[config.mk]
export PLATFORM = sky130hd
export DESIGN_NAME = mslp_core
export DESIGN_NICKNAME = d
export VERILOG_FILES = /design/src/common/mslp_pkg.sv /design/src/hdl/mslp_core.sv
export SDC_FILE = /design/constraint.sdc
export NUM_CORES = 1
export LEC_CHECK = 0
export ABC_CLOCK_PERIOD_IN_PS = 6000
export BUFFER_PORTS_ARGS = -buffer_cell sky130_fd_sc_hd__buf_2
export CAP_MARGIN = 15
export CORE_AREA = 5 5 101 150
export DETAILED_ROUTE_END_ITERATION = 10
export DIE_AREA = 0 0 106 155
export PLACE_DENSITY = 0.85
export SYNTH_ARGS = -nofsm -noshare
export SYNTH_HDL_FRONTEND = slang
export SYNTH_SLANG_ARGS = --single-unit
[constraint.sdc]
create_clock -name core_clk -period 6 [get_ports core_clk]
set_clock_uncertainty 0.1 [all_clocks]
set_input_delay 1.2 -clock core_clk [delete_from_list [all_inputs] [get_ports core_clk]]
set_output_delay 1.2 -clock core_clk [all_outputs]
set_load 0.02 [all_outputs]
[src/common/mslp_pkg.sv]
package mslp_pkg;

    // ==================================================================
    // Timing
    localparam int CLK_HZ          = 100_000_000;
    localparam int CLK_PERIOD_NS   = 10;
    localparam int MS_PER_S        = 1000;
    localparam int MS_TICK_DEFAULT = CLK_HZ / MS_PER_S;
    localparam int DEAD_TIME_NS    = 1000;
    localparam int DEAD_CYCLES     =
        (DEAD_TIME_NS + CLK_PERIOD_NS - 1) / CLK_PERIOD_NS;

    // ==================================================================
    // Synchronised pin positions
    localparam int PIN_W    = 8;
    localparam int PIN_REF  = 0;
    localparam int PIN_FB   = 1;
    localparam int PIN_RUN  = 2;
    localparam int PIN_DIR  = 3;
    localparam int PIN_OCL  = 4;
    localparam int PIN_HALL = 5;

    // ==================================================================
    // Speed loop
    localparam logic [11:0] FB_TARGET_COUNT = 12'h200;
    localparam logic [11:0] LOCK_TOL        = 12'h020;
    localparam logic [11:0] COUNT_MAX       = 12'hFFF;
    localparam logic [7:0]  DUTY_START      = 8'h80;
    localparam logic [7:0]  DUTY_STEP_MAX   = 8'h10;
    localparam logic [7:0]  DUTY_STEP_MIN   = 8'h01;
    localparam logic [7:0]  DUTY_FULL       = 8'hFF;
    localparam int          DUTY_SHIFT      = 2;

    // ==================================================================
    // Lock protection timer, capacitor given in tenths of a microfarad
    // 0.33 s/uF is 33 ms per tenth; 15 ms/uF discharge is 22 units per ms
    localparam logic [13:0] TRIP_MS_PER_TENTH = 14'h0021;
    localparam logic [13:0] DISCHARGE_PER_MS  = 14'h0016;
    localparam logic [7:0]  CAP_NONE          = 8'h00;

    // ==================================================================
    // Drive
    localparam logic [2:0] BRAKE_HIGH = 3'h7;
    localparam logic [2:0] SIDE_OFF   = 3'h0;

    typedef enum logic [1:0] {
        MSLP_STOP = 2'b00,
        MSLP_RUN  = 2'b01,
        MSLP_TRIP = 2'b11
    } mslp_state_t;

    // Six-step table: returns {high[2:0], low[2:0]}; invalid codes idle
    function automatic logic [5:0] mslp_commutate(input logic [2:0] hall);
        logic [5:0] r;
        r = 6'h00;
        case (hall)
            3'h1: r = 6'h0A;
            3'h2: r = 6'h11;
            3'h3: r = 6'h09;
            3'h4: r = 6'h24;
            3'h5: r = 6'h22;
            3'h6: r = 6'h14;
            default: r = 6'h00;
        endcase
        return r;
    endfunction

endpackage

[src/hdl/mslp_core.sv]
`timescale 1ns/100ps
module mslp_core #(
    parameter int MS_TICK_CYCLES = mslp_pkg::MS_TICK_DEFAULT
) (
    input  wire logic       core_clk,
    input  wire logic       rstn,
    input  wire logic       reference_clock_input,
    input  wire logic       speed_feedback_pulse,
    input  wire logic       run_level,
    input  wire logic       direction_select,
    input  wire logic [2:0] hall_level,
    input  wire logic       current_over_limit,
    input  wire logic [7:0] lock_timer_capacitor,
    output logic            speed_lock_indicator_out,
    output logic            speed_lock_indicator_oe_n,
    output logic [2:0]      high_side_on,
    output logic [2:0]      low_side_on,
    output logic [7:0]      drive_duty,
    output logic            speed_err_valid,
    output logic            speed_accel,
    output logic [9:0]      phase_error,
    output logic            phase_err_valid,
    output logic            power_save,
    output logic            regulator_enable,
    output logic            lock_tripped
);

    localparam int TICK_W = $clog2(MS_TICK_CYCLES + 1);
    localparam logic [TICK_W-1:0] TICK_LAST =
        TICK_W'(MS_TICK_CYCLES - 1);
    localparam logic [7:0] DEAD_LOAD = 8'(mslp_pkg::DEAD_CYCLES);

    // ==================================================================
    // Pin synchronisers
    logic [mslp_pkg::PIN_W-1:0] pins;
    logic [mslp_pkg::PIN_W-1:0] s1_q;
    logic [mslp_pkg::PIN_W-1:0] s2_q;
    logic [mslp_pkg::PIN_W-1:0] s3_q;
    logic [mslp_pkg::PIN_W-1:0] f_q;
    logic [mslp_pkg::PIN_W-1:0] fp_q;

    assign pins = {hall_level, current_over_limit, direction_select,
                   run_level, speed_feedback_pulse, reference_clock_input};

    genvar gi;
    generate
        for (gi = 0; gi < mslp_pkg::PIN_W; gi++) begin : g_sync
            always_ff @(posedge core_clk) begin
                if (!rstn) begin
                    s1_q[gi] <= 1'b0;
                    s2_q[gi] <= 1'b0;
                    s3_q[gi] <= 1'b0;
                    f_q[gi]  <= 1'b0;
                    fp_q[gi] <= 1'b0;
                end else begin
                    s1_q[gi] <= pins[gi];
                    s2_q[gi] <= s1_q[gi];
                    s3_q[gi] <= s2_q[gi];
                    if (s2_q[gi] == s3_q[gi]) begin
                        f_q[gi] <= s3_q[gi];
                    end
                    fp_q[gi] <= f_q[gi];
                end
            end
        end
    endgenerate

    logic       run;
    logic       ocl;
    logic       ref_rise;
    logic       fb_rise;
    logic       dir_change;
    logic [2:0] hall;

    assign run        = f_q[mslp_pkg::PIN_RUN];
    assign ocl        = f_q[mslp_pkg::PIN_OCL];
    assign hall       = f_q[mslp_pkg::PIN_HALL +: 3];
    assign ref_rise   = f_q[mslp_pkg::PIN_REF] & ~fp_q[mslp_pkg::PIN_REF];
    assign fb_rise    = f_q[mslp_pkg::PIN_FB] & ~fp_q[mslp_pkg::PIN_FB];
    assign dir_change = f_q[mslp_pkg::PIN_DIR] ^ fp_q[mslp_pkg::PIN_DIR];

    // ==================================================================
    // Run / stop / trip state
    mslp_pkg::mslp_state_t state_q;
    logic [13:0]           charge_q;
    logic [13:0]           trip_level;
    logic                  trip_hit;

    assign trip_level = 14'(mslp_pkg::TRIP_MS_PER_TENTH
                            * {6'h00, lock_timer_capacitor});
    assign trip_hit   = (lock_timer_capacitor != mslp_pkg::CAP_NONE)
                        && (charge_q >= trip_level);

    always_ff @(posedge core_clk) begin
        if (!rstn) begin
            state_q <= mslp_pkg::MSLP_STOP;
        end else begin
            case (state_q)
                mslp_pkg::MSLP_STOP: begin
                    if (run) begin
                        state_q <= mslp_pkg::MSLP_RUN;
                    end
                end
                mslp_pkg::MSLP_RUN: begin
                    if (!run) begin
                        state_q <= mslp_pkg::MSLP_STOP;
                    end else if (trip_hit) begin
                        state_q <= mslp_pkg::MSLP_TRIP;
                    end
                end
                mslp_pkg::MSLP_TRIP: begin
                    // Only a stop command releases the trip
                    if (!run) begin
                        state_q <= mslp_pkg::MSLP_STOP;
                    end
                end
                default: state_q <= mslp_pkg::MSLP_STOP;
            endcase
        end
    end

    // ==================================================================
    // Protection timer: millisecond tick and capacitor charge model
    logic [TICK_W-1:0] tick_q;
    logic              ms_tick;

    assign ms_tick = (tick_q == TICK_LAST);

    always_ff @(posedge core_clk) begin
        if (!rstn || ms_tick) begin
            tick_q <= '0;
        end else begin
            tick_q <= tick_q + 1'b1;
        end
    end

    logic lock_q;

    // A short stop leaves charge behind, so the next run trips sooner
    always_ff @(posedge core_clk) begin
        if (!rstn) begin
            charge_q <= '0;
        end else if (state_q == mslp_pkg::MSLP_RUN && lock_q) begin
            charge_q <= '0;
        end else if (ms_tick) begin
            if (state_q == mslp_pkg::MSLP_RUN && charge_q < trip_level) begin
                charge_q <= charge_q + 1'b1;
            end else if (state_q == mslp_pkg::MSLP_STOP) begin
                if (charge_q > mslp_pkg::DISCHARGE_PER_MS) begin
                    charge_q <= charge_q - mslp_pkg::DISCHARGE_PER_MS;
                end else begin
                    charge_q <= '0;
                end
            end
        end
    end

    // ==================================================================
    // Speed measurement over every other feedback cycle
    logic        measuring_q;
    logic [11:0] ref_cnt_q;
    logic [11:0] err_mag;
    logic        in_band;
    logic        slow;
    logic        meas_done;
    logic        active;

    assign active    = (state_q != mslp_pkg::MSLP_STOP);
    assign slow      = (ref_cnt_q > mslp_pkg::FB_TARGET_COUNT);
    assign err_mag   = slow ? ref_cnt_q - mslp_pkg::FB_TARGET_COUNT
                            : mslp_pkg::FB_TARGET_COUNT - ref_cnt_q;
    assign in_band   = (err_mag <= mslp_pkg::LOCK_TOL);
    assign meas_done = active && fb_rise && measuring_q;

    always_ff @(posedge core_clk) begin
        if (!rstn || !active) begin
            measuring_q     <= 1'b0;
            ref_cnt_q       <= '0;
            lock_q          <= 1'b0;
            speed_err_valid <= 1'b0;
            speed_accel     <= 1'b0;
        end else begin
            speed_err_valid <= 1'b0;
            if (fb_rise) begin
                measuring_q <= ~measuring_q;
                if (measuring_q) begin
                    lock_q          <= in_band;
                    speed_err_valid <= 1'b1;
                    speed_accel     <= slow;
                end else begin
                    // A reference edge on the start edge belongs to the period
                    ref_cnt_q <= {11'h000, ref_rise};
                end
            end else if (measuring_q) begin
                if (ref_cnt_q == mslp_pkg::COUNT_MAX) begin
                    // Feedback has stalled: a stopped rotor is not locked
                    lock_q <= 1'b0;
                end else if (ref_rise) begin
                    ref_cnt_q <= ref_cnt_q + 1'b1;
                end
            end
        end
    end

    // ==================================================================
    // Phase comparator against reference divided by 512
    logic [8:0] div_q;

    always_ff @(posedge core_clk) begin
        if (!rstn || !active) begin
            div_q           <= '0;
            phase_error     <= '0;
            phase_err_valid <= 1'b0;
        end else begin
            phase_err_valid <= fb_rise;
            if (fb_rise) begin
                // Divider phase read as signed: negative means feedback early
                phase_error <= {div_q[8], div_q};
            end
            if (ref_rise) begin
                div_q <= div_q + 1'b1;
            end
        end
    end

    // ==================================================================
    // Drive duty adjustment
    logic [7:0] duty_q;
    logic [7:0] step;
    logic [7:0] step_raw;

    always_comb begin
        step_raw = (err_mag >> mslp_pkg::DUTY_SHIFT)
                   > 12'(mslp_pkg::DUTY_STEP_MAX)
                   ? mslp_pkg::DUTY_STEP_MAX
                   : 8'(err_mag >> mslp_pkg::DUTY_SHIFT);
        step = (step_raw < mslp_pkg::DUTY_STEP_MIN)
               ? mslp_pkg::DUTY_STEP_MIN : step_raw;
    end

    always_ff @(posedge core_clk) begin
        if (!rstn || !active) begin
            duty_q <= mslp_pkg::DUTY_START;
        end else if (meas_done && !in_band) begin
            if (slow) begin
                duty_q <= (duty_q > mslp_pkg::DUTY_FULL - step)
                          ? mslp_pkg::DUTY_FULL : duty_q + step;
            end else begin
                duty_q <= (duty_q < step) ? 8'h00 : duty_q - step;
            end
        end
    end

    assign drive_duty = duty_q;

    // ==================================================================
    // Changeover blanking and short-brake window
    logic [7:0] dead_q;
    logic       brake_win_q;

    always_ff @(posedge core_clk) begin
        if (!rstn) begin
            dead_q <= '0;
        end else if (dir_change) begin
            dead_q <= DEAD_LOAD;
        end else if (dead_q != 8'h00) begin
            dead_q <= dead_q - 1'b1;
        end
    end

    // The window lasts until speed is back in band, since reverse EMF
    // stays high for the whole deceleration through zero
    always_ff @(posedge core_clk) begin
        if (!rstn || !active) begin
            brake_win_q <= 1'b0;
        end else if (dir_change) begin
            brake_win_q <= 1'b1;
        end else if (meas_done && in_band) begin
            brake_win_q <= 1'b0;
        end
    end

    // ==================================================================
    // Output stage
    logic [7:0] pwm_q;
    logic [5:0] comm;
    logic       pwm_on;

    always_ff @(posedge core_clk) begin
        if (!rstn) begin
            pwm_q <= '0;
        end else begin
            pwm_q <= pwm_q + 1'b1;
        end
    end

    assign pwm_on = (pwm_q < duty_q);
    // Inverted Hall code walks the six steps the other way round
    assign comm   = mslp_pkg::mslp_commutate(
                        f_q[mslp_pkg::PIN_DIR] ? ~hall : hall);

    always_ff @(posedge core_clk) begin
        if (!rstn || !active) begin
            high_side_on <= mslp_pkg::SIDE_OFF;
            low_side_on  <= mslp_pkg::SIDE_OFF;
        end else if (dir_change || dead_q != 8'h00) begin
            high_side_on <= mslp_pkg::SIDE_OFF;
            low_side_on  <= mslp_pkg::SIDE_OFF;
        end else if (brake_win_q && ocl) begin
            high_side_on <= mslp_pkg::BRAKE_HIGH;
            low_side_on  <= mslp_pkg::SIDE_OFF;
        end else begin
            high_side_on <= comm[5:3];
            if (state_q == mslp_pkg::MSLP_RUN && pwm_on && !ocl) begin
                low_side_on <= comm[2:0];
            end else begin
                low_side_on <= mslp_pkg::SIDE_OFF;
            end
        end
    end

    // ==================================================================
    // Indicator and power state
    always_ff @(posedge core_clk) begin
        if (!rstn) begin
            speed_lock_indicator_oe_n <= 1'b1;
            power_save                <= 1'b1;
            lock_tripped              <= 1'b0;
        end else begin
            speed_lock_indicator_oe_n <= ~(lock_q && active);
            power_save   <= (state_q == mslp_pkg::MSLP_STOP);
            lock_tripped <= (state_q == mslp_pkg::MSLP_TRIP);
        end
    end

    // Open collector: only ever pulls low
    assign speed_lock_indicator_out = 1'b0;
    assign regulator_enable         = 1'b1;

endmodule

Word-level counts from Yosys, hierarchy flattened
Index checks and enable logic that the tools add are counted.
{"block": "word_totals", "reg_bits": 137, "latch_bits": 0, "mem_bits_rw": 0, "rom_bits": 0, "word_cells": 182, "memories": 0}
{"block": "op_classes", "n_addsub": 12, "n_mul": 1, "div_mod_pow": 0, "magnitude_cmp": 10, "n_eq_ne": 23, "shifts": 0, "mux": 31, "bitwise": 11, "n_reduce_logical": 38}
{"cell": "$mux 12", "n": 6}
{"cell": "$mux 14", "n": 3}
{"cell": "$mux 8", "n": 5}
{"cell": "$pmux 6 s6", "n": 1}
{"cell": "$add 17x1->17 const B", "n": 1}
{"cell": "$eq 17x17->1 const B", "n": 1}
{"cell": "$lt 8x8->1", "n": 2}
{"cell": "$reduce_bool 8->1", "n": 2}
{"cell": "$add 14x1->14 const B", "n": 1}
{"cell": "$ge 14x14->1", "n": 1}
{"cell": "$gt 14x5->1 const B", "n": 1}
{"cell": "$lt 14x14->1", "n": 1}
{"cell": "$mul 6x8->14 const A", "n": 1}
{"cell": "$mux 7", "n": 2}
{"cell": "$reduce_bool 2->1", "n": 7}
{"cell": "$sub 14x5->14 const B", "n": 1}
{"cell": "$add 12x1->12 const B", "n": 1}
{"cell": "$eq 12x12->1 const B", "n": 1}
{"cell": "$gt 12x10->1 const B", "n": 1}
{"cell": "$le 12x6->1 const B", "n": 1}
{"cell": "$sub 10x12->12 const A", "n": 1}
{"cell": "$sub 12x10->12 const B", "n": 1}
{"cell": "$logic_and 1x1->1", "n": 11}
{"cell": "$gt 10x5->1 const B", "n": 1}
{"cell": "32 further kinds", "n": 72}

Logic depth before layout (Yosys ltp)
Gate-level depths: netlist of the first run.
{"block": "logic_depth", "depth_word": 10, "mapped_depth": 19, "mapped_depth_nobuf": 19}

Least setup slack after synthesis of the first run
No wires, ideal clock.
{"block": "synth_path", "path_kind": "in2reg", "start": "input port lock_timer_capacitor[2]", "end": "register charge_q[5]", "setup_time_ns": 0.117, "t_arrival_ns": 4.558, "path_slack_ns": 1.224, "path_stages": 17, "cell_sequence": "ha_1 > ha_1 > ha_1 > inv_1 > fa_1 > nor2b_1 > o21ai_0 > xor2_1 > ha_1 > nand3_1 > or4_4 > a21oi_2 > or3_1 > buf_6 > clkbuf_1 > o211ai_1 > a32o_1"}
{"block": "synth_between", "elab_chain_len": 5, "word_cells_on_any_way": 6, "cone_classes": "mul (1); order compare (1); mux (1); reduce/logical (3)"}
{"element": "from (decl)", "line_no": "mslp_core.sv:13", "source": "input wire logic [7:0] lock_timer_capacitor,"}
{"element": "$mul 6x8->14 (*)", "line_no": "mslp_core.sv:90", "source": "* {6'h00, lock_timer_capacitor});"}
{"element": "$lt 14x14->1 (*)", "line_no": "mslp_core.sv:146", "source": "if (state_q == mslp_pkg::MSLP_RUN && charge_q < trip_level) begin"}
{"element": "$logic_and 1x1->1 (*)", "line_no": "mslp_core.sv:146"}
{"element": "$reduce_bool 2->1 (no source line)"}
{"element": "$reduce_and 2->1 (no source line)"}
{"element": "to (signal assigned)", "line_no": "mslp_core.sv:147", "source": "charge_q <= charge_q + 1'b1;"}
{"element": "to (signal assigned)", "line_no": "mslp_core.sv:150", "source": "charge_q <= charge_q - mslp_pkg::DISCHARGE_PER_MS;"}
{"element": "to (decl)", "line_no": "mslp_core.sv:85", "source": "logic [13:0] charge_q;"}
Mark *: on every way between the ends. The rest lies on a longest branch, timed or not.
A chain may end at the register's enable or synchronous reset.

Worst setup path in the final report of the first run
{"block": "layout_path", "start": "input port lock_timer_capacitor[7]", "end": "register charge_q[4]"}
The elaborated chain is that of the path after synthesis.

==> summary.md, run 1 <==
| Metric | Value |
|---|---|
| Outcome | finished, final reports clean |
| Dominant cell type by area after synthesis | dfxtp_1 |
| Total GRT Usage | 21.20% |
| Tcrit/Tclk final | 81.66% |
| Hold WS | 307.7 ps |
| Vias | 6,718 |
| Worst Path Class, Setup | primary input to flip-flop |
| Post-CTS Hold Fix Bufs | 0 |
| Vias in the first global route | 6,478 |
| Hpwl dp | 12,260 um |
| Crit Path Max Fanout | 13 |
| Fillers | 1,144 |
| Synth top area share | 34.90% |
| Detailed-route DRC error count | 0 |
| Hold Fails Final Rpt | 0 |
| Critical path's most frequent cell | ha_1 |
| Clk buf depth | 2 |
| Root buffer cell | clkbuf_16 |
| Dpl cell area | 0.008137 mm^2 |
| Maxcap violations | 0 |
| RSZ-0062 raised after global routing | false |
| Top area cells in the synthesized netlist | dfxtp_1, ha_1, nand2_1 |
| CTS buffer count | 17 |
| Mapped cell area | 0.007859 mm^2 |
| Clock Pin Slew Worst Setup and Hold Paths | 60 ps |
| Layout cell share with drive strength beyond 1 | 10.78% |
| Critical path endpoint category | flip-flop |
| Post-Syn Instances | 941 |
| Max-slew headroom | 48.64% |
| Initial DRC count | 316 |
| Sequential cell area | 0.002743 mm^2 |
| Largest net degree at the start of global routing | 59 |
| Avg Inst Size Synth | 8.352 um^2 |
| Lkg Pwr | 3.558 nW |
| # port buffers | 47 |
| Final ANT Viol Nets | 0 |
| Worst VDD drop | 0.0001858 V |
| CTS tree | built |
| Total die area | 0.01643 mm^2 |
| Area grow syn2layout | 10.83% |
| Final RePlAce weighted congestion | 0.9003 |
| Finished Cell Area | 0.008710 mm^2 |
| Initial Utilization | 56.98% |
| Antenna diodes | 0 |
| Post-CTS Resized | 0 |
| Crit-path cells | buf_2 -> ha_1 -> ha_1 -> ha_1 -> inv_1 -> fa_1 -> nor2b_1 -> o21ai_0 -> xor2_1 -> ha_1 -> nand3_1 -> or4_1 -> nand3_1 -> or3_1 -> nand2_1 -> o32a_1 -> o22ai_1 |
| Post-CTS setup buffers | 0 |
| # nets final | 1,053 |
| Vias per cell | 5.852 |
| Arr. time, crit path | 5140 ps |
| Wire per inst | 14.85 um |
| IO Count | 50 |
| Clock Latency Late Sink | 420 ps |
| Setup tns final | 0 ps |
| Sequential share of the synthesized area | 34.90% |
| EDFF count, synth | 0 |
| Global-route wire length before repair | 28,960 um |
| PwrDens | 249.5 mW/mm^2 |
| Worst-margin pin slew | 751.0 ps |
| Hold Path Class | flip-flop to flip-flop |
| Synth Flop Type | dfxtp_1 |
| Clock sinks | 137 |
| Bufs and invs on worst path | 2 |
| Crit start category | primary input |
| Period minus WS final | 4900 ps |
| Max Clk Rate | 204.1 MHz |
| Yosys cell types | 84 |
| Cell Rows | 53 |
| Die Y | 155 um |
| Yosys reg bits | 137 |
| Initial antenna violation count | 0 |
| Max-slew violation count | 0 |
| Max incr delay on CP | 510 ps |
| Slowest CP cell | or4_1 |
| Data required time at the worst endpoint | 6240 ps |
| GR Overflow Total | 0 |
| Core Area | 0.01379 mm^2 |
| CTS H-tree depth | 4 |
| Total Wirelength | 17,050 um |
| Detailed Routing Iterations Pass 1 | 6 |
| Die W | 106 um |
| Crit path max-delay family | simple AND/OR/NAND/NOR gates |
| Multi-input logic area | 0.004757 mm^2 |
| Syn. warnings | 0 |
| Ys async rst share | 0% |
| Final setup vio count | 0 |
## worst reg2reg max path: cells and delay by family, from the launching register on
kind	cells	cell delay, ps
fa+ha+maj	2	540
buf+inv	1	140
simple gates	5	880
flops	1	370
xor+xnor	2	300
compound gates	7	2170
## routing by layer
layer	GRT usage (%)	up-vias	routed length, um
met1	23.75	3128	6988
met2	38.69	179	8806
li1	-	3360	-
met5	0	-	0
met3	4.027	51	695
met4	9.444	0	555
## stage by stage
stage	power [mW]	worst slack, ps	cells	util [%]
4_1_cts	2.187	1118	1148	63.14
3_5_place_dp	1.182	703.3	1117	58.99
6_report	2.173	1100	1148	63.14
5_1_grt	2.263	838.1	1148	63.14
3_3_place_gp	1.176	822.4	1117	58.99
2_1_floorplan	1.141	1224	948	-
## cell usage after synthesis, types with 25 or more instances
library cell / instances
a21oi_1: 55
and2_1: 41
clkbuf_1: 30
dfxtp_1: 137
ha_1: 61
inv_1: 43
nand2_1: 91
nand3_1: 34
nor2_1: 81
nor3_1: 25
o21ai_0: 46
xnor2_1: 30
xor2_1: 28
## flip-flops by register name, summed over array words and instances, names as in the netlist, 9 cells and up
| register | cells |
|---|---|
| phase_error | 9 |
| charge_q | 14 |
| div_q | 9 |
| tick_q | 17 |
| ref_cnt_q | 12 |
## path summary, 6_finish.rpt
check                                from                        end  slack [ps]  cells after the start
setup / recovery  lock_timer_capacitor[7]                charge_q[4]        1100                     17
hold / removal                     lock_q  speed_lock_indicator_oe_n         310                      1
hold reg to reg                    lock_q  speed_lock_indicator_oe_n         310                      1
setup reg to reg             ref_cnt_q[0]              drive_duty[7]        1400                     17
## layout make-up
| class | instances | share of cell area, % |
|---|---|---|
| multi-input combinational | 720 | 54.62 |
| timing repair buffer | 51 | 3.046 |
| inverter | 44 | 1.896 |
| sequential | 137 | 31.49 |
| clock inverter | 9 | 1.020 |
| clock buffer | 22 | 5.560 |
| tap | 165 | 2.370 |
## report_power, final
| part | switching, mW | internal (mW) |
|---|---|---|
| clock network | 0.392 | 0.613 |
| registers | 0.0274 | 0.942 |
| logic | 0.108 | 0.0907 |
## layout by cell type, fill, tap and decap left out, types with 28 or more instances in the layout
master,count
ha_1,61
a21oi_1,55
nand3_1,34
xnor2_1,30
and2_1,41
inv_1,43
nor2_1,81
xor2_1,28
o21ai_0,46
buf_2,47
dfxtp_1,137
nand2_1,91
## kinds of logic after synthesis
kind of cell | Yosys count | share of synthesized area, %
buffers and inverters | 91 | 4.904
and+or+nand+nor | 379 | 24.92
xor gates and xnor gates | 58 | 6.464
adders and majority gates | 64 | 10.48
other | 2 | 0.09556
AOI/OAI and AO/OA | 201 | 17.10
muxes | 9 | 1.146
DFF | 137 | 34.90
Note: power is estimated with default switching activity, not from simulation.
==> run 2: changes to the inputs <==
--- a/config.mk
+++ b/config.mk
@@ -5,7 +5,7 @@
 export SDC_FILE = /design/constraint.sdc
 export NUM_CORES = 1
 export LEC_CHECK = 0
-export ABC_CLOCK_PERIOD_IN_PS = 6000
+export ABC_CLOCK_PERIOD_IN_PS = 4600
 export BUFFER_PORTS_ARGS = -buffer_cell sky130_fd_sc_hd__buf_2
 export CAP_MARGIN = 15
 export CORE_AREA = 5 5 101 150
==> constraint.sdc (replaced) <==
create_clock -name core_clk -period 4.6 [get_ports core_clk]
set_clock_uncertainty 0.1 [all_clocks]
set_input_delay 0.92 -clock core_clk [delete_from_list [all_inputs] [get_ports core_clk]]
set_output_delay 0.92 -clock core_clk [all_outputs]
set_load 0.02 [all_outputs]
==> run 2 against run 1 <==
Net effect: global-route usage is 1.1 points higher; highest routed layer unchanged; non-clock buffer count up 16; first-iteration DRC count is 3.8% lower; routed wire length is 4.8% higher; critical endpoint is now charge_q[5]; critical path type unchanged; register-to-register slack got worse by 1200 ps.
==> summary.md, run 2 (synthesis gave the netlist of run 1 again) <==
| Metric | Value |
|---|---|
| Multi-input logic area | 0.004767 mm^2 (+0.21%) |
| Total die area | 0.01643 mm^2 (unchanged) |
| Root buffer cell | clkbuf_16 |
| Vias per cell | 5.899 (+0.80%) |
| Layout cell share with drive strength beyond 1 | 12.31% (+1.5 points) |
| Period minus WS final | 4404 ps |
| Pint | 2.158 mW (+31%) |
| Clock Pin Slew Worst Setup and Hold Paths | 60 ps (about the same) |
| Crit-path cells | buf_2 -> ha_1 -> ha_1 -> ha_1 -> inv_1 -> fa_1 -> nor2b_1 -> o21ai_0 -> xor2_1 -> ha_1 -> nand3_1 -> or4_1 -> nand3_1 -> or3_4 -> buf_4 -> a21oi_2 -> o211ai_1 -> a32o_1 |
| Sw power | 0.6742 mW (+28%) |
| Total GRT Usage | 22.33% (+1.1 points) |
| Hpwl dp | 12,690 um (+3.5%) |
| Dpl ws | -370.8 ps (-1074 ps) |
| Maxcap violations | 0 (unchanged) |
| Gate power share | 9.2% (about the same) |
| Crit Path Max Fanout | 12 (-1) |
| Sw Ratio | 23.81% (-0.47 points) |
| Crit start category | primary input |
| Largest net degree at the start of global routing | 58 (-1.7%) |
| Largest Register | tick_q |
| GR Overflow Total | 0 (unchanged) |
| Clock share of power | 46.1% (-0.2 points) |
| Setup slack, reg-to-reg | 250 ps (-1150 ps) |
| Top flop regs | tick_q (17), charge_q (14), ref_cnt_q (12) |
| Hold path startpoint | lock_q |
| # port buffers | 47 (unchanged) |
| Crit path max-delay family | adder cells |
| CTS H-tree depth | 4 (unchanged) |
| PwrDens | 320.5 mW/mm^2 (+28%) |
| R2r endpoint | drive_duty[7] |
| Clock Latency Late Sink | 410 ps (about the same) |
| Detailed Routing Iterations Pass 1 | 5 (-1) |
| Wire per inst | 15.35 um (+3.4%) |
| Critical path endpoint category | flip-flop |
| Detailed-route DRC error count | 0 (unchanged) |
| Final setup vio count | 0 (unchanged) |
| Die W | 106 um (unchanged) |
| Arr. time, crit path | 4600 ps (-540 ps) |
| Cell Rows | 53 (unchanged) |
| Total Wirelength | 17,870 um (+4.8%) |
| Worst r2r path cells | 17 (unchanged) |
| Hold WS | 318.2 ps (+10.56 ps) |
| Max incr delay on CP | 450 ps (-60 ps) |
| Vias | 6,866 (+2.2%) |
| Data required time at the worst endpoint | 4800 ps (-1440 ps) |
| Clk buf depth | 2 (unchanged) |
| Clock sinks | 137 (unchanged) |
| IO Count | 50 (unchanged) |
| Hold Fails Final Rpt | 0 (unchanged) |
| Outcome | finished, final reports clean |
| Worst-margin pin slew | 734.8 ps (-16.18 ps) |
| Hold Path Class | flip-flop to flip-flop |
| Crit path from | lock_timer_capacitor[2] |
| Critical path's most frequent cell | ha_1 |
| Most frequent cells in the layout | dfxtp_1, nand2_1, nor2_1 |
| Most common cell after layout, fill and taps aside | dfxtp_1 |
| Initial antenna violation count | 0 (unchanged) |
| PnR worst setup slack | 195.8 ps (-904.3 ps) |
| CTS tree | built |
| Worst r2r src | ref_cnt_q[0] |
| Vias in the first global route | 6,729 (+3.9%) |
| Initial Utilization | 56.98% (unchanged) |
| Initial DRC count | 304 (-3.8%) |
| Sequential cell area | 0.002743 mm^2 (unchanged) |
| Max-slew headroom | 50.69% (+2.0 points) |
| Lkg Pwr | 3.631 nW (+2.1%) |
| Worst Path Class, Setup | primary input to flip-flop |
| Sequential Power Share | 44.6% (about the same) |
| Final ANT Viol Nets | 0 (unchanged) |
| Area grow syn2layout | 12.45% |
| Die Y | 155 um (unchanged) |
| Max reg flops | 17 (unchanged) |
| # nets final | 1,069 (+1.5%) |
| Hold Path End | speed_lock_indicator_oe_n |
| Core Area | 0.01379 mm^2 (unchanged) |
| Worst VDD drop | 0.0002287 V (+23%) |
| Hold depth | 1 (unchanged) |
| Antenna diodes | 0 (unchanged) |
| Fillers | 1,153 (+0.79%) |
| Max Clk Rate | 227.1 MHz |
| CTS buffer count | 17 (unchanged) |
| Bufs and invs on worst path | 3 (+1) |
| Slowest CP cell | or3_4 |
| Global-route wire length before repair | 30,520 um (+5.4%) |
| Max-slew violation count | 0 (unchanged) |
| Final RePlAce weighted congestion | 0.9510 (+5.6%) |
| Tcrit/Tclk final | 95.74% |
[run 2: through the flow]
step	util [%]	TNS (ps)	cell area, um^2	total power [mW]	cells
finish	64.07	0	8837	2.832	1164
global route	64.07	-9.373	8837	2.964	1164
CTS	64.00	0	8827	2.847	1164
detailed placement	59.86	-4286	8257	1.549	1133
global placement	59.86	-2626	8257	1.537	1133
floorplan	-	0	7885	1.488	948
[run 2: worst max path at each step]
stage               slack (ps)  depth (start not counted)             to
CTS                         30                         18   charge_q[10]
global placement          -250                         18    charge_q[3]
finish                     200                         18    charge_q[5]
detailed placement        -370                         18    charge_q[3]
global route                -9                         17  drive_duty[7]
floorplan                  100                         17    charge_q[5]
[run 2: power groups by stage]
| stage | clock (mW) | combinational [mW] | sequential, mW |
|---|---|---|---|
| after detailed placement | 0 | 0.261 | 1.29 |
| after global routing | 1.39 | 0.302 | 1.27 |
| after floorplan | 0 | 0.208 | 1.28 |
| after CTS | 1.32 | 0.266 | 1.26 |
| after global placement | 0 | 0.250 | 1.29 |
| final | 1.31 | 0.262 | 1.26 |
[run 2: repair_timing]
item                       CTS  global route
hold buffers                 0             0
setup buffers                0             0
setup endpoints to repair    0            15
resized for setup            0             3
[run 2: cell type report]
class | count | area share, %
multi-input cells | 720 | 53.94
flip-flops and latches | 137 | 31.03
clock buffers | 20 | 5.055
repair buffers | 67 | 4.361
well taps | 165 | 2.336
inverters | 44 | 1.869
clock inverters | 11 | 1.402
[run 2: metal layers]
layer | track usage (%) | up-vias | wire (um)
met3 | 4.483 | 49 | 749
met5 | 0 | - | 0
met2 | 40.66 | 196 | 9351
met1 | 25.06 | 3241 | 7183
li1 | - | 3380 | -
met4 | 9.630 | 0 | 583
